`src/verilog/aiu_pkg.sv`:
```
// package: constants and carrier types of the acquisition interrupt unit
// Contract
// - eight equal sources drive low interrupt pin
// - flags set regardless of enable bits
// - status read or device reset clears flags
// - watchdog limit crossing per direction bit
// - pointer match sets flag before execution
// - trigger zero skips first fetch after start
// - fifo count equals threshold one to 31
// - short and full calibration completion events
// - fetch of pause instruction sets flag
// - low supply indication sets flag
// - standby exit flags after settle delay
// - enable bits gate sources onto pin
// - interrupts never halt the sequencer
// - status shows instruction pointer while running
// - status shows fifo count while running
// - device reset clears all flags
package aiu_pkg;
    // register indices on the word address lines
    localparam logic [3:0] IDX_ENABLE = 4'h9;
    localparam logic [3:0] IDX_STATUS = 4'ha;
    localparam logic [15:0] ENABLE_RESET = 16'h0000;
    localparam logic [15:0] RDATA_IDLE = 16'h0000;
    // field positions
    localparam int NUM_SRC     = 8;
    localparam int TRIG_LSB    = 8;
    localparam int TRIG_W      = 3;
    localparam int THR_LSB     = 11;
    localparam int THR_W       = 5;
    localparam int PTR_LSB     = 8;
    localparam int CNT_LSB     = 11;
    // source numbers
    localparam int SRC_WATCHDOG = 0;
    localparam int SRC_POINTER  = 1;
    localparam int SRC_FIFO     = 2;
    localparam int SRC_SHORT_AZ = 3;
    localparam int SRC_FULL_CAL = 4;
    localparam int SRC_PAUSE    = 5;
    localparam int SRC_LOW_SUP  = 6;
    localparam int SRC_STANDBY  = 7;
    // settle delay after standby exit
    localparam int CLK_KHZ        = 100000;
    localparam int SETTLE_MS      = 10;
    localparam int SETTLE_CYCLES  = SETTLE_MS * CLK_KHZ;
    localparam int WD_W           = 13;
    localparam int CNT_W          = 6;

    // sequencer fetch strobe with its instruction
    typedef struct packed {
        logic       fetch;
        logic       pause;
        logic [2:0] ptr;
        logic       running;
        logic       start;
    } aiu_seq_type;

    // one watchdog comparison pair
    typedef struct packed {
        logic                   done;
        logic signed [WD_W-1:0] sample;
        logic signed [WD_W-1:0] limit1;
        logic                   above1;
        logic signed [WD_W-1:0] limit2;
        logic                   above2;
    } aiu_wd_type;
endpackage

```
`src/verilog/aiu_flag.sv`:
```
// one sticky status flag with its mask gate
`timescale 1ns/1ns
`default_nettype none
module aiu_flag (
    // clock and reset
    input  wire logic clock,
    input  wire logic nrst,
    // control
    input  wire logic set,
    input  wire logic read_clr,
    input  wire logic dev_clr,
    input  wire logic enable,
    // state
    output logic      flag,
    output logic      pending
);
    logic flag_ff;

    // device reset first, then set beats a read clear
    always_ff @(posedge clock or negedge nrst) begin
        if (!nrst) begin
            flag_ff <= 1'b0;
        end else if (dev_clr) begin
            flag_ff <= 1'b0;
        end else if (set) begin
            flag_ff <= 1'b1;
        end else if (read_clr) begin
            flag_ff <= 1'b0;
        end
    end

    assign flag    = flag_ff;
    assign pending = flag_ff & enable;
endmodule
`default_nettype wire

```
`src/verilog/aiu_sync.sv`:
```
// two-stage synchroniser for pin inputs
`timescale 1ns/1ns
`default_nettype none
module aiu_sync #(
    parameter int              WIDTH   = 1,
    parameter logic [WIDTH-1:0] RST_VAL = '0
) (
    // clock and reset
    input  wire logic             clock,
    input  wire logic             nrst,
    // pin side and synchronised side
    input  wire logic [WIDTH-1:0] din,
    output logic      [WIDTH-1:0] dout
);
    logic [WIDTH-1:0] meta_ff;
    logic [WIDTH-1:0] sync_ff;

    // first stage read only by second stage
    always_ff @(posedge clock or negedge nrst) begin
        if (!nrst) begin
            meta_ff <= RST_VAL;
            sync_ff <= RST_VAL;
        end else begin
            meta_ff <= din;
            sync_ff <= meta_ff;
        end
    end

    assign dout = sync_ff;
endmodule
`default_nettype wire

```
`src/verilog/aiu_top.sv`:
```
// interrupt unit: enable and status registers, sources, interrupt pin
`timescale 1ns/1ns
`default_nettype none
module aiu_top #(
    parameter int SETTLE_CYCLES = aiu_pkg::SETTLE_CYCLES
) (
    // clock and reset
    input  wire logic                clock,
    input  wire logic                nrst,
    // parallel register bus pins
    input  wire logic                cs_n,
    input  wire logic                rd_n,
    input  wire logic                wr_n,
    input  wire logic [4:0]          addr,
    input  wire logic                bus_width_sel,
    input  wire logic [15:0]         data_in,
    output logic      [15:0]         data_out,
    output logic                     data_oe_n,
    // interrupt pin
    output logic                     irq_n,
    // analog supply monitor pin
    input  wire logic                low_supply,
    // device-internal event sources
    input  wire aiu_pkg::aiu_seq_type seq,
    input  wire aiu_pkg::aiu_wd_type  wd,
    input  wire logic [aiu_pkg::CNT_W-1:0] fifo_count,
    input  wire logic                short_az_done,
    input  wire logic                full_cal_done,
    input  wire logic                standby,
    input  wire logic                dev_reset
);
    localparam int SET_W = $clog2(SETTLE_CYCLES + 1);

    // refuse a settle count the start check cannot serve
    if (SETTLE_CYCLES < 2) begin : g_bad_settle
        $error("settle count must be at least two cycles");
    end

    // synchronised pin copies
    logic        cs_n_s;
    logic        rd_n_s;
    logic        wr_n_s;
    logic        bw_s;
    logic        low_sup_s;
    logic [4:0]  addr_s;
    logic [15:0] din_s;
    logic        rd_n_d_ff;
    logic        wr_n_d_ff;

    // registers and state
    logic [15:0]            enable_ff;
    logic [aiu_pkg::NUM_SRC-1:0] flags;
    logic [aiu_pkg::NUM_SRC-1:0] pend;
    logic [aiu_pkg::NUM_SRC-1:0] src_evt;
    logic                   irq_n_ff;
    logic [15:0]            data_out_ff;
    logic                   first_fetch_ff;
    logic                   thr_match_d_ff;
    logic                   standby_d_ff;
    logic                   settle_busy_ff;
    logic [SET_W-1:0]       settle_cnt_ff;
    logic [2:0]             ptr_view_ff;
    logic [4:0]             cnt_view_ff;

    // decoded bus events
    logic       rd_act;
    logic       rd_end;
    logic       wr_end;
    logic [3:0] widx;
    logic       read_clr;
    logic [2:0] trig;
    logic [4:0] thr;
    logic       thr_match;
    logic       wd_hit;
    logic       ptr_hit;
    logic       settle_done;
    logic       any_pend;
    logic [15:0] status_word;
    logic [15:0] word_sel;

    // two flip-flops on every pin input
    aiu_sync #(.WIDTH(3), .RST_VAL(3'h7)) u_sync_ctl (
        .clock (clock),
        .nrst  (nrst),
        .din   ({cs_n, rd_n, wr_n}),
        .dout  ({cs_n_s, rd_n_s, wr_n_s})
    );
    aiu_sync #(.WIDTH(23), .RST_VAL(23'h000000)) u_sync_dat (
        .clock (clock),
        .nrst  (nrst),
        .din   ({bus_width_sel, low_supply, addr, data_in}),
        .dout  ({bw_s, low_sup_s, addr_s, din_s})
    );

    // strobe edges from the synchronised copies
    always_ff @(posedge clock or negedge nrst) begin
        if (!nrst) begin
            rd_n_d_ff <= 1'b1;
            wr_n_d_ff <= 1'b1;
        end else begin
            rd_n_d_ff <= rd_n_s;
            wr_n_d_ff <= wr_n_s;
        end
    end

    // word index from A4-A1 in both widths
    assign widx   = addr_s[4:1];
    assign rd_act = !cs_n_s && !rd_n_s;
    assign rd_end = !cs_n_s && rd_n_s && !rd_n_d_ff;
    assign wr_end = !cs_n_s && wr_n_s && !wr_n_d_ff;
    // 8-bit bus clears on the upper byte read
    assign read_clr = rd_end && (widx == aiu_pkg::IDX_STATUS)
                      && (!bw_s || addr_s[0]);

    // enable register, byte lanes on the narrow bus
    always_ff @(posedge clock or negedge nrst) begin
        if (!nrst) begin
            enable_ff <= aiu_pkg::ENABLE_RESET;
        end else if (wr_end && widx == aiu_pkg::IDX_ENABLE) begin
            if (!bw_s) begin
                enable_ff <= din_s;
            end else if (addr_s[0]) begin
                enable_ff[15:8] <= din_s[7:0];
            end else begin
                enable_ff[7:0] <= din_s[7:0];
            end
        end
    end

    assign trig = enable_ff[aiu_pkg::TRIG_LSB +: aiu_pkg::TRIG_W];
    assign thr  = enable_ff[aiu_pkg::THR_LSB +: aiu_pkg::THR_W];

    // watchdog: either comparison of the pair crossing its limit
    assign wd_hit = wd.done && ((wd.above1 ? (wd.sample > wd.limit1) : (wd.sample < wd.limit1))
                    || (wd.above2 ? (wd.sample > wd.limit2) : (wd.sample < wd.limit2)));

    // first fetch after start or device reset
    always_ff @(posedge clock or negedge nrst) begin
        if (!nrst) begin
            first_fetch_ff <= 1'b1;
        end else if (dev_reset || seq.start) begin
            first_fetch_ff <= 1'b1;
        end else if (seq.fetch) begin
            first_fetch_ff <= 1'b0;
        end
    end

    // pointer match at fetch, ahead of execution
    assign ptr_hit = seq.fetch && (seq.ptr == trig)
                     && !(first_fetch_ff && trig == 3'h0);

    // fifo threshold reached, zero threshold ignored
    assign thr_match = (thr != 5'h00) && (fifo_count == {1'b0, thr});

    always_ff @(posedge clock or negedge nrst) begin
        if (!nrst) begin
            thr_match_d_ff <= 1'b0;
        end else begin
            thr_match_d_ff <= thr_match;
        end
    end

    // settle counter after leaving standby
    always_ff @(posedge clock or negedge nrst) begin
        if (!nrst) begin
            standby_d_ff   <= 1'b0;
            settle_busy_ff <= 1'b0;
            settle_cnt_ff  <= '0;
        end else begin
            standby_d_ff <= standby;
            if (standby) begin
                settle_busy_ff <= 1'b0;
            end else if (standby_d_ff) begin
                settle_busy_ff <= 1'b1;
                settle_cnt_ff  <= SET_W'(SETTLE_CYCLES - 1);
            end else if (settle_busy_ff) begin
                if (settle_cnt_ff == '0) begin
                    settle_busy_ff <= 1'b0;
                end else begin
                    settle_cnt_ff <= settle_cnt_ff - 1'b1;
                end
            end
        end
    end

    assign settle_done = settle_busy_ff && !standby && (settle_cnt_ff == '0);

    // source events into flag positions
    always_comb begin
        src_evt                        = '0;
        src_evt[aiu_pkg::SRC_WATCHDOG] = wd_hit;
        src_evt[aiu_pkg::SRC_POINTER]  = ptr_hit;
        src_evt[aiu_pkg::SRC_FIFO]     = thr_match && !thr_match_d_ff;
        src_evt[aiu_pkg::SRC_SHORT_AZ] = short_az_done;
        src_evt[aiu_pkg::SRC_FULL_CAL] = full_cal_done;
        src_evt[aiu_pkg::SRC_PAUSE]    = seq.fetch && seq.pause;
        src_evt[aiu_pkg::SRC_LOW_SUP]  = low_sup_s;
        src_evt[aiu_pkg::SRC_STANDBY]  = settle_done;
    end

    // eight identical sticky flags
    for (genvar k = 0; k < aiu_pkg::NUM_SRC; k++) begin : g_flag
        aiu_flag u_flag (
            .clock    (clock),
            .nrst     (nrst),
            .set      (src_evt[k]),
            .read_clr (read_clr),
            .dev_clr  (dev_reset),
            .enable   (enable_ff[k]),
            .flag     (flags[k]),
            .pending  (pend[k])
        );
    end

    // level interrupt, no path back to the sequencer
    assign any_pend = |pend;

    always_ff @(posedge clock or negedge nrst) begin
        if (!nrst) begin
            irq_n_ff <= 1'b1;
        end else begin
            irq_n_ff <= !any_pend;
        end
    end

    // live pointer and count while running, held when stopped, cleared by device reset
    always_ff @(posedge clock or negedge nrst) begin
        if (!nrst) begin
            ptr_view_ff <= 3'h0;
            cnt_view_ff <= 5'h00;
        end else if (dev_reset) begin
            ptr_view_ff <= 3'h0;
            cnt_view_ff <= 5'h00;
        end else if (seq.running) begin
            ptr_view_ff <= seq.ptr;
            cnt_view_ff <= fifo_count[4:0];
        end
    end

    assign status_word = {cnt_view_ff, ptr_view_ff, flags};

    // read mux with byte steering on the narrow bus
    always_comb begin
        case (widx)
            aiu_pkg::IDX_ENABLE: word_sel = enable_ff;
            aiu_pkg::IDX_STATUS: word_sel = status_word;
            default:             word_sel = aiu_pkg::RDATA_IDLE;
        endcase
    end

    always_ff @(posedge clock or negedge nrst) begin
        if (!nrst) begin
            data_out_ff <= aiu_pkg::RDATA_IDLE;
        end else if (rd_act) begin
            if (!bw_s) begin
                data_out_ff <= word_sel;
            end else if (addr_s[0]) begin
                data_out_ff <= {8'h00, word_sel[15:8]};
            end else begin
                data_out_ff <= {8'h00, word_sel[7:0]};
            end
        end
    end

    assign data_out  = data_out_ff;
    assign data_oe_n = !rd_act;
    assign irq_n     = irq_n_ff;
endmodule
`default_nettype wire
```
`config.mk`:
```
export PLATFORM = sky130hd
export DESIGN_NAME = aiu_top
export DESIGN_NICKNAME = d
export VERILOG_FILES = /design/src/verilog/aiu_pkg.sv /design/src/verilog/aiu_flag.sv /design/src/verilog/aiu_sync.sv /design/src/verilog/aiu_top.sv
export SDC_FILE = /design/constraint.sdc
export NUM_CORES = 1
export LEC_CHECK = 0
export ABC_AREA = 0
export BUFFER_PORTS_ARGS = -buffer_cell sky130_fd_sc_hd__buf_2
export CORE_UTILIZATION = 52
export CTS_BUF_LIST = sky130_fd_sc_hd__clkbuf_2
export CTS_CLUSTER_DIAMETER = 60
export DETAILED_ROUTE_END_ITERATION = 10
export GPL_ROUTABILITY_DRIVEN = 0
export PLACE_DENSITY = 0.85
export SLEW_MARGIN = 20
export SYNTH_ARGS = -nofsm -noshare
export SYNTH_HDL_FRONTEND = slang
export SYNTH_SLANG_ARGS = --single-unit
export TNS_END_PERCENT = 50
```
`constraint.sdc`:
```
create_clock -name clock -period 2.2 [get_ports clock]
set_input_delay 0.44 -clock clock [delete_from_list [all_inputs] [get_ports clock]]
set_output_delay 0.44 -clock clock [all_outputs]
set_load 0.01 [all_outputs]
```
==> impl_results.md, run 1 <==
- Power after layout: 4.47 mW
- Maximum clock insertion buffer count: 2
- CP Max Fanout: 5
- Register-to-Register Setup Slack: -20 ps
- F_max: 450 MHz
- Pin count of the biggest net entering global routing: 44
- Worst-case reg-to-reg path depth: 7
- Drt via density: 5.41
- Iteration-0 DRC count of the detailed router: 171
- DRC violation count after routing: 0
- CTS H-tree depth: 4
- Startpoint Class: flip-flop
- GRT Total Usage: 25.6%
- Commonest non-fill, non-tap cell in the layout: dfrtp_1
- Wire length of the first global-routing pass: 21900 um
- Clock period minus final worst setup slack: between 2000 and 2500 ps
- Drt total wl: approximately 13000 um
- Worst min path class: input pin to flip-flop
- Fraction of registers with async set or reset after synthesis: 100%
- Post-CTS setup buffer count: 0
- Post-route setup TNS: -21.8 ps
- Number of endpoints with negative hold slack in the final report: 0
- Clock tree skew after final layout: 32.5 ps
- Number of clock buffers inserted by TritonCTS: 17
- Mux contribution to synthesized area: 4.70%
- Overall die height: ~110 um
- Worst vdd ir: approximately 420 uV
- Most used flip-flop cell after synthesis: dfrtp_1
- Origin of the critical flop-to-flop path: settle_cnt_ff[9]
- Post-route cell area: 7040 um2
- Kind of critical path: flip-flop to flip-flop
- Count of inserted antenna diode cells: 0
- Element type at the critical path end: flip-flop
- Post-synthesis compound-gate area fraction: between 10% and 20%
- Required time at the endpoint of the critical path: 2730 ps
- Number of buffer cells added on primary ports: 104
- Run status: finished, violations left
- Number of distinct library cell variants in the gate-level netlist after synthesis: 45
- Final worst-path cycle share: 101%
- Count of clock tree sinks: 127
- Initial antenna violation count: 0
- Commonest cells after routing, fill and taps aside: dfrtp_1, buf_2, nand2_1
- Overall via count from detail_route: 4462
- Hold Crit Start: full_cal_done
- Endpoint of the worst hold path: g_flag[4].u_flag.flag
- Filler cells: 725
- Share of final-layout standard cells stronger than drive strength 1: between 20% and 30%
- Number of stages on the worst hold path: 3
- Arrival time reported for the critical path endpoint: 2750 ps
- Root buffer selected by CTS: clkbuf_2
- Number of top-level pins: 105
- Clock Pin Slew Worst Setup and Hold Paths: 180 ps
- Std-Cell Core Area: 10300 um2
- Ys Warns: 0
- Number of nets in the layout: 790
- Setup repair after global routing missed its margin: true
- Seq/Total Area, Yosys: a little under three fifths
- DIE AREA: around 11000 um2
- Share of synthesized cell area in full adder, half adder and majority cells: 6.10%
- Post-synthesis net count: slightly above 600
- Violated checks: setup timing
- Routed len/inst: between 15 and 20 um
- Standard-cell row count: 37
- Pre-CTS setup slack: -225 ps
- Leakage power total: 3.39 nW
- XOR/XNOR Fraction of Synth Area: 3.79%
- Synth-to-Final Area Change: 27.0%
- Post-Syn Area per Cell: ~11 um2
- Insertion delay of the later-clocked pin in the worst-skew pair: approximately 650 ps
- HPWL after detailed placement: 9540 um
- Count of antenna-violating nets left after detailed routing: 0
- Slew at the pin with the worst max-slew slack: 634 ps
- Synth Register Bits: approximately 130
- Placed Instance Area: about 6400 um2
- Worst path setup slack after routing: -21.8 ps
- Die Width: between 100 and 150 um
- Post-synth EDFFs: 0
- Largest area contributor in the synthesized netlist: dfrtp_1
- Netlist area before placement: roughly 5500 um2
- Power per cell area: 636 nW/um2
- Largest family of logic cells by synthesized area: simple AND/OR/NAND/NOR gates
- GRT overflow: 0
- Starting density of the core: 53.7%
- Max-capacitance violation count: 0
- Final setup violation count: 1
- Count of final max-slew check failures: 0
- Area share of and/or/nand/nor cells after synthesis: between 10% and 20%
- Number of standard cells after synthesis: slightly above 500
- TritonCTS clock tree: built
- Post-synth top area share: 52.8%
- Largest cells by area after synthesis: dfrtp_1, ha_1, dfstp_2
- Max-slew headroom: 57.7%
- Crit Reg-Reg Endpoint: settle_cnt_ff[9]
- Via count of the first global-routing pass: 4794
- Detailed Routing Iterations Pass 1: 5
==> final cells by class <==
class / instances / area, um2 / share of cell area, %
flip-flops and latches: 127 / 3190 / 45.3
clock buffers: 17 / 85.1 / 1.21
clock inverters: 15 / 146 / 2.08
inverters: 34 / 128 / 1.81
multi-input cells: 326 / 2200 / 31.3
repair buffers: 170 / 1110 / 15.8
well taps: 136 / 170 / 2.42
==> stage by stage <==
stage          util (%)  cells  hold WS, ps
6_report           68.1    825         35.5
5_1_grt            68.1    825         14.5
4_1_cts            67.8    824         5.80
3_5_place_dp       62.4    760          335
3_3_place_gp       62.4    760          334
2_1_floorplan         -    504          144
==> cell families (layout without fill, tap and decap cells) <==
family	count (synthesis)	in the layout
AO/OA/AOI/OAI	96	97
XOR/XNOR	24	24
adder cells (fa/ha/maj)	27	27
buffers and inverters	52	236
flip-flops	127	127
multiplexers	25	25
AND/OR/NAND/NOR	153	153
==> worst max-delay path by stage <==
stage / startpoint / to / slack [ps] / depth (start not counted)
global placement: wd[5] / g_flag[0].u_flag.flag / -130 / 10
CTS: settle_cnt_ff[9] / settle_cnt_ff[9] / -30 / 7
global route: settle_cnt_ff[9] / settle_cnt_ff[19] / -100 / 7
floorplan: wd[5] / g_flag[0].u_flag.flag / 30 / 9
finish: settle_cnt_ff[9] / settle_cnt_ff[9] / -20 / 7
detailed placement: wd[32] / g_flag[0].u_flag.flag / -230 / 9
==> power by group <==
group,leakage [nW],total [mW],switching (mW),internal [mW]
logic,1.71,0.535,0.270,0.265
registers,1.55,2.55,0.0900,2.46
clock network,0.137,1.38,0.871,0.512
==> critical path, cell delays in order, from the launching register on <==
cell and delay [ps]:
dfrtp_1 420, or4_4 560, nor4b_4 300, and4b_2 380, o21ai_4 110, nand4b_1 120
xor2_1 150, nand2_1 70
==> layer usage <==
| layer | part of all wire [%] | up-vias | track usage [%] |
|---|---|---|---|
| met3 | 5.4 | 45 | 5.44 |
| met1 | 39 | 2149 | 30.2 |
| met2 | 52 | 168 | 44.4 |
| met5 | 0 | - | 0 |
| met4 | 3.2 | 0 | 12.3 |
| li1 | - | 2100 | - |
==> synth_stat cells, drive strengths merged (2+ instances only) <==
library cell	n
o211ai	2
or4	2
nor2	48
nand2b	6
a21o	2
a21oi	21
nor2b	2
ha	27
xor2	17
or3	2
o21a	2
a22oi	15
a31oi	6
nand4	3
a211oi	3
a22o	8
o21ai	32
nor4bb	3
mux2	8
nand4b	2
clkbuf	17
and4	2
mux2i	17
inv	34
dfrtp	117
nand3	5
nor3	10
nor4	9
dfstp	10
nand2	54
xnor2	7
==> timing repair <==
item	4_1_cts	5_1_grt
gates resized for setup	1	7
pin swaps	1	4
endpoints found under the hold margin	66	0
hold buffers	32	0
setup endpoints to repair	7	26
cloned	0	1
==> state kept, by name (all words and copies together), names as in the netlist, 3 cells and up <==
name	count
u_sync_dat.meta_ff	23
u_sync_ctl.meta_ff	3
ptr_view_ff	3
data_out	16
u_sync_ctl.dout	3
u_sync_dat.dout	23
cnt_view_ff	5
enable_ff	16
settle_cnt_ff	20
g_flag.u_flag.flag	8
No activity file was read; power rests on OpenSTA's default activity.
==> run 2, diff against run 1 <==
- GPL_TIMING_DRIVEN: not set -> 0
==> run 2 against run 1 <==
  * The flow still finishes with violations (setup timing)
  * Clock skew grew 1.0 ps
  * Core utilization is 1.4 points lower
  * Combinational power decreased by 4%
  * Largest power group unchanged
  * Wire length down 4.3%
  * Count of clock-buffer cells in the layout rose by 5
  * Setup slack got worse by 33 ps
  * Sequential share of layout area rose by 0.96 points
  * First-iteration DRC count rose by 80%
  * Final cell count is 0.97% lower
  * Power shrank 7.7%
  * Worst hold slack better by 34 ps
  * Register-to-register slack got worse by 30 ps
==> impl_results.md, run 2 (synthesis gave the netlist of run 1 again) <==
- Required time at the endpoint of the critical path: 2690 ps (-40 ps)
- Clock period minus final worst setup slack: 2250 ps (+32.7 ps)
- Clock Pin Slew Worst Setup and Hold Paths: 190 ps (about the same)
- Switching power total: 1.12 mW (-8.9%)
- GRT Total Usage: 24.2% (-1.4 points)
- Commonest cells after routing, fill and taps aside: dfrtp_1, buf_2, nand2_1
- Synth-to-Final Area Change: 24.4%
- Worst min path class: input pin to flip-flop
- Count of clock tree sinks: 127 (unchanged)
- GRT overflow: 0 (unchanged)
- Cell-internal power: 3.00 mW (-7.3%)
- Count of inserted antenna diode cells: 0 (unchanged)
- Leakage power total: 3.30 nW (-2.6%)
- Element type at the critical path end: flip-flop
- Clock tree skew after final layout: 33.5 ps (+0.997 ps)
- Number of top-level pins: 105 (unchanged)
- TritonCTS clock tree: built
- Sequential power share: 61.7% (+4.6 points)
- Capturing instance or port of the critical path: settle_cnt_ff[9]
- Maximum clock insertion buffer count: 2 (unchanged)
- Kind of critical path: flip-flop to flip-flop
- Origin of the critical flop-to-flop path: settle_cnt_ff[7]
- Overall via count from detail_route: 4434 (-0.63%)
- Root buffer selected by CTS: clkbuf_2
- HPWL after detailed placement: 8990 um (-5.7%)
- Clock network fraction of design power: 25.7% (-5.2 points)
- Overall die height: 105 um (unchanged)
- Worst path setup slack after routing: -54.5 ps (-32.7 ps)
- Share of final-layout standard cells stronger than drive strength 1: 25.7% (-3.6 points)
- Max-capacitance violation count: 0 (unchanged)
- Worst-case reg-to-reg path depth: 8 (+1)
- Final setup violation count: 4 (+3)
- Routed len/inst: 15.3 um (-3.4%)
- Filler cells: 731 (+0.83%)
- Wire length of the first global-routing pass: 20900 um (-4.8%)
- CTS H-tree depth: 4 (unchanged)
- Drt total wl: 12500 um (-4.3%)
- Number of buffer cells added on primary ports: 102 (-1.9%)
- Number of nets in the layout: 782 (-1.0%)
- Initial antenna violation count: 0 (unchanged)
- Slew at the pin with the worst max-slew slack: 715 ps (+80.4 ps)
- Iteration-0 DRC count of the detailed router: 308 (+80%)
- CP Max Fanout: 6 (+1)
- Worst setup path start: settle_cnt_ff[7]
- Pre-CTS setup slack: -349 ps (-124 ps)
- F_max: 444 MHz (-1.5%)
- Number of clock buffers inserted by TritonCTS: 17 (unchanged)
- DRC violation count after routing: 0 (unchanged)
- Setup repair after global routing missed its margin: true
- DIE AREA: 11100 um2 (unchanged)
- Combinational share of power: 12.5% (+0.5 points)
- Drt via density: 5.43 (+0.35%)
- DP Cell Count: 743 (-2.2%)
- Final worst-path cycle share: 102% (+1.5 points)
- Number of endpoints with negative hold slack in the final report: 0 (unchanged)
- Std-Cell Core Area: 10300 um2 (unchanged)
- Insertion delay of the later-clocked pin in the worst-skew pair: 630 ps (-20 ps)
- Crit Reg-Reg Endpoint: settle_cnt_ff[9]
- Startpoint Class: flip-flop
- Pin count of the biggest net entering global routing: 72 (+64%)
- Detailed Routing Iterations Pass 1: 4 (-1)
- Max-slew headroom: 51.7% (-6.0 points)
- Count of final max-slew check failures: 0 (unchanged)
- Count of antenna-violating nets left after detailed routing: 0 (unchanged)
- Starting density of the core: 53.7% (unchanged)
- Violated checks: setup timing
- Power per cell area: 599 nW/um2 (-5.8%)
- Run status: finished, violations left
- Standard-cell row count: 37 (unchanged)
- Worst vdd ir: 356 uV (-14%)
- Die Width: 105 um (unchanged)
- Post-route setup TNS: -90.3 ps (-68.5 ps)
- Commonest non-fill, non-tap cell in the layout: dfrtp_1
- Switching Share: 27.2% (-0.35 points)
- Register-to-Register Setup Slack: -50 ps (-30 ps)
- Via count of the first global-routing pass: 4582 (-4.4%)
- Arrival time reported for the critical path endpoint: 2740 ps (about the same)
- Final Non-Filler Cells: 817 (-0.97%)
[run 2: power groups by stage]
stage / Sequential, mW / Clock (mW) / Combinational [mW]
after floorplan: 2.56 / 0 / 0.243
after global placement: 2.58 / 0 / 0.425
after detailed placement: 2.59 / 0 / 0.460
after CTS: 2.54 / 1.08 / 0.504
after global routing: 2.56 / 1.22 / 0.577
final: 2.55 / 1.06 / 0.516
[run 2: area by class of cell]
type / count / area (um2) / share of cell area [%]
flip-flops and latches: 127 / 3190 / 46.3
multi-input cells: 326 / 2210 / 32.0
repair buffers: 145 / 948 / 13.8
well taps: 136 / 170 / 2.47
inverters: 34 / 128 / 1.85
clock buffers: 22 / 110 / 1.60
plain buffers: 17 / 87.6 / 1.27
clock inverters: 10 / 50.0 / 0.726
[run 2: what timing repair did]
item                                   in CTS  in global routing
cloned                                      1                  0
endpoints found under the hold margin      75                  3
setup endpoints to repair                  32                 39
buffers inserted                            4                  5
hold buffers                               29                  4
resized for setup                          11                 10
pin swaps                                   6                  8
[run 2: worst min-delay path by stage]
stage,cells after the start,slack [ps],endpoint,start
2_1_floorplan,0,140,cnt_view_ff[0],nrst
3_3_place_gp,0,330,u_sync_dat.dout[19],u_sync_dat.meta_ff[19]
3_5_place_dp,0,330,u_sync_dat.dout[22],u_sync_dat.meta_ff[22]
4_1_cts,2,6,first_fetch_ff,seq[6]
5_1_grt,3,-8,cnt_view_ff[2],fifo_count[2]
6_report,3,70,cnt_view_ff[2],fifo_count[2]
[run 2: critical path, cell delays in order (launching register included)]
cell and delay (ps):
dfrtp_1 410, or4_4 560, nor4b_4 330, and4b_1 260, buf_6 130, o21ai_4 80
nand4b_1 120, xor2_1 170, nand2_1 70
[run 2: through the flow]
stage | instance area (um2) | utilization [%] | power (mW) | hold WS, ps
2_1_floorplan | 5540 | - | 2.81 | 144
3_3_place_gp | 6220 | 60.3 | 3.00 | 334
3_5_place_dp | 6250 | 60.6 | 3.05 | 335
4_1_cts | 6780 | 65.7 | 4.13 | 6.31
5_1_grt | 6890 | 66.7 | 4.36 | -7.51
6_report | 6890 | 66.7 | 4.13 | 69.1
[run 2: metal layers]
layer	share of wire (%)	vias to the layer above	global-route usage, %
li1	-	2083	-
met1	40	2164	28.9
met2	52	152	42.0
met3	5.1	35	5.63
met4	2.7	0	9.96
met5	0	-	0
==> run 3, diff against run 2 <==
- CORE_UTILIZATION: 52 -> 30
- PLACE_DENSITY: 0.85 -> 0.56
==> run 3 against run 2 <==
  * The run still ends with setup timing left
  * Combinational power decreased by 0.8%
  * Non-clock buffer count up 6
  * Wire length increased by 3.6%
  * Power increased by 12%
  * Clock skew decreased by 6.1 ps
  * Die area is 72% higher
  * Final area rose by 4.0%
  * Core utilization is 27 points lower
  * Via count shrank 4.8%
  * First-iteration DRC count is 55% lower
  * Largest power group unchanged
==> impl_results.md, run 3 (synthesis gave the netlist of run 1 again) <==
- CTS H-tree depth: 4 (unchanged)
- Number of clock buffers inserted by TritonCTS: 17 (unchanged)
- Required time at the endpoint of the critical path: 2730 ps (+40 ps)
- Overall via count from detail_route: 4223 (-4.8%)
- Number of endpoints with negative hold slack in the final report: 0 (unchanged)
- Root buffer selected by CTS: clkbuf_2
- Routed len/inst: 14.1 um (-7.6%)
- Arrival time reported for the critical path endpoint: 2740 ps (about the same)
- GRT Total Usage: 14.6% (-9.6 points)
- Clock network fraction of design power: 33.5% (+7.8 points)
- Clock Pin Slew Worst Setup and Hold Paths: 160 ps (-30 ps)
- Detailed Routing Iterations Pass 1: 4 (unchanged)
- Iteration-0 DRC count of the detailed router: 138 (-55%)
- Count of clock tree sinks: 127 (unchanged)
- Worst path setup slack after routing: -7.13 ps (+47.4 ps)
- Worst-case reg-to-reg path depth: 8 (unchanged)
- Element type at the critical path end: flip-flop
- Setup repair after global routing missed its margin: true
- DIE AREA: 19000 um2 (+72%)
- Initial antenna violation count: 0 (unchanged)
- Utilization after layout: 39.7% (-27 points)
- Filler cells: 1815 (+150%)
- Synth-to-Final Area Change: 29.3%
- CP Max Fanout: 6 (unchanged)
- Power per cell area: 643 nW/um2 (+7.4%)
- Hold Crit Start: fifo_count[4]
- Standard-cell row count: 49 (+32%)
- Run status: finished, violations left
- Final Non-Filler Cells: 916 (+12%)
- Number of nets in the layout: 788 (+0.77%)
- Insertion delay of the later-clocked pin in the worst-skew pair: 660 ps (+30 ps)
- Clock tree skew after final layout: 27.3 ps (-6.14 ps)
- Share of final-layout standard cells stronger than drive strength 1: 26.5% (+0.79 points)
- Combinational share of power: 11.1% (-1.4 points)
- Endpoint of the worst hold path: cnt_view_ff[4]
- Starting density of the core: 30.7% (-23 points)
- Commonest cells after routing, fill and taps aside: dfrtp_1, buf_2, nand2_1
- Worst min path class: input pin to flip-flop
- Worst vdd ir: 336 uV (-5.6%)
- Final setup violation count: 2 (-2)
- Kind of critical path: flip-flop to flip-flop
- Overall die height: 138 um (+31%)
- Commonest non-fill, non-tap cell in the layout: dfrtp_1
- Die Width: 138 um (+31%)
- Maximum clock insertion buffer count: 2 (unchanged)
- Switching Share: 25.4% (-1.8 points)
- Max-slew headroom: 60.4% (+8.7 points)
- Number of top-level pins: 105 (unchanged)
- Slew at the pin with the worst max-slew slack: 586 ps (-128 ps)
- TritonCTS clock tree: built
- Wire length of the first global-routing pass: 21000 um (+0.46%)
- Final worst-path cycle share: 100% (-2.2 points)
- Pin count of the biggest net entering global routing: 75 (+4.2%)
- Max-capacitance violation count: 0 (unchanged)
- Placed Instance Area: 6370 um2 (+1.9%)
- Violated checks: setup timing
- Count of antenna-violating nets left after detailed routing: 0 (unchanged)
- Drt via density: 4.61 (-15%)
- Switching power total: 1.17 mW (+4.5%)
- Clock period minus final worst setup slack: 2210 ps (-47.4 ps)
- Power after layout: 4.61 mW (+12%)
- Via count of the first global-routing pass: 4255 (-7.1%)
- GRT overflow: 0 (unchanged)
- Worst setup path start: settle_cnt_ff[7]
- Number of stages on the worst hold path: 3 (unchanged)
- Leakage power total: 3.38 nW (+2.2%)
- Drt total wl: 12900 um (+3.6%)
- Sequential power share: 55.3% (-6.4 points)
- Origin of the critical flop-to-flop path: settle_cnt_ff[7]
- DP Cell Count: 836 (+13%)
- HPWL after detailed placement: 9640 um (+7.2%)
- Number of buffer cells added on primary ports: 102 (unchanged)
- Post-route cell area: 7160 um2 (+4.0%)
- Startpoint Class: flip-flop
- Count of inserted antenna diode cells: 0 (unchanged)
- DRC violation count after routing: 0 (unchanged)
- Count of final max-slew check failures: 0 (unchanged)
- Cell-internal power: 3.44 mW (+14%)
- Register-to-Register Setup Slack: -7 ps (+50 ps)
- F_max: 453 MHz (+2.1%)
- Crit Reg-Reg Endpoint: settle_cnt_ff[9]
- Std-Cell Core Area: 18000 um2 (+75%)
==> run 3: cell count changes in the layout (fill, tap and decap cells not counted), sizes merged <==
cell	delta
dlygate4sd3	+3
clkinvlp	-1
buf	+3
clkinv	+2
clkbuf	-5
bufinv	+4
==> run 3: cell type report <==
class	count	area, um2	share of cell area [%]
plain buffers	16	83.8	1.17
clock buffers	17	85.1	1.19
clock inverters	15	175	2.44
inverters	34	128	1.78
multi-input cells	326	2210	30.8
flip-flops and latches	127	3190	44.5
well taps	229	287	4.00
repair buffers	152	1010	14.1
==> run 3: how the worst max path moves through the flow <==
stage	endpoint	slack (ps)	cells after the start
after floorplan	g_flag[0].u_flag.flag	30	9
after global placement	data_out[14]	-920	1
after detailed placement	g_flag[0].u_flag.flag	-340	9
after CTS	settle_cnt_ff[9]	-40	8
after global routing	settle_cnt_ff[9]	-130	8
final	settle_cnt_ff[9]	-7	8
==> run 3: per-layer routing <==
metal | vias to the layer above | global-route usage [%] | routed length [um]
met4 | 0 | 4.41 | 155
met2 | 79 | 23.9 | 6260
met3 | 15 | 4.17 | 570
li1 | 2087 | - | -
met1 | 2042 | 18.5 | 5950
met5 | - | 0 | 0
==> run 3: critical path, stage by stage (launching register included) <==
cell and delay, ps:
dfrtp_1 420, or4_4 560, nor4b_4 300, and4b_1 260, buf_6 130, o21ai_4 80
nand4b_1 120, xor2_1 140, nand2_1 70
==> run 3: metrics by stage <==
| step | worst slack [ps] | setup TNS [ps] | hold slack, ps |
|---|---|---|---|
| final | -7.13 | -7.70 | 97.9 |
| after global routing | -132 | -1230 | 0.171 |
| after CTS | -42.9 | -229 | 7.38 |
| after detailed placement | -335 | -1730 | 335 |
| after global placement | -918 | -109590 | 336 |
| after floorplan | 29.5 | 0 | 144 |
==> run 3: what timing repair did <==
action	CTS	global route
endpoints found under the setup margin	25	41
hold buffers	36	0
cloned	1	0
hold endpoints to repair	87	0
buffers inserted	4	9
resized for setup	11	14
pin swaps	7	11
==> run 3: power by group through the flow <==
stage / sequential, mW / clock (mW) / combinational (mW)
after detailed placement: 2.59 / 0 / 0.464
after CTS: 2.55 / 1.61 / 0.515
after global placement: 2.59 / 0 / 0.443
after floorplan: 2.56 / 0 / 0.243
final: 2.55 / 1.55 / 0.512
after global routing: 2.57 / 1.73 / 0.581
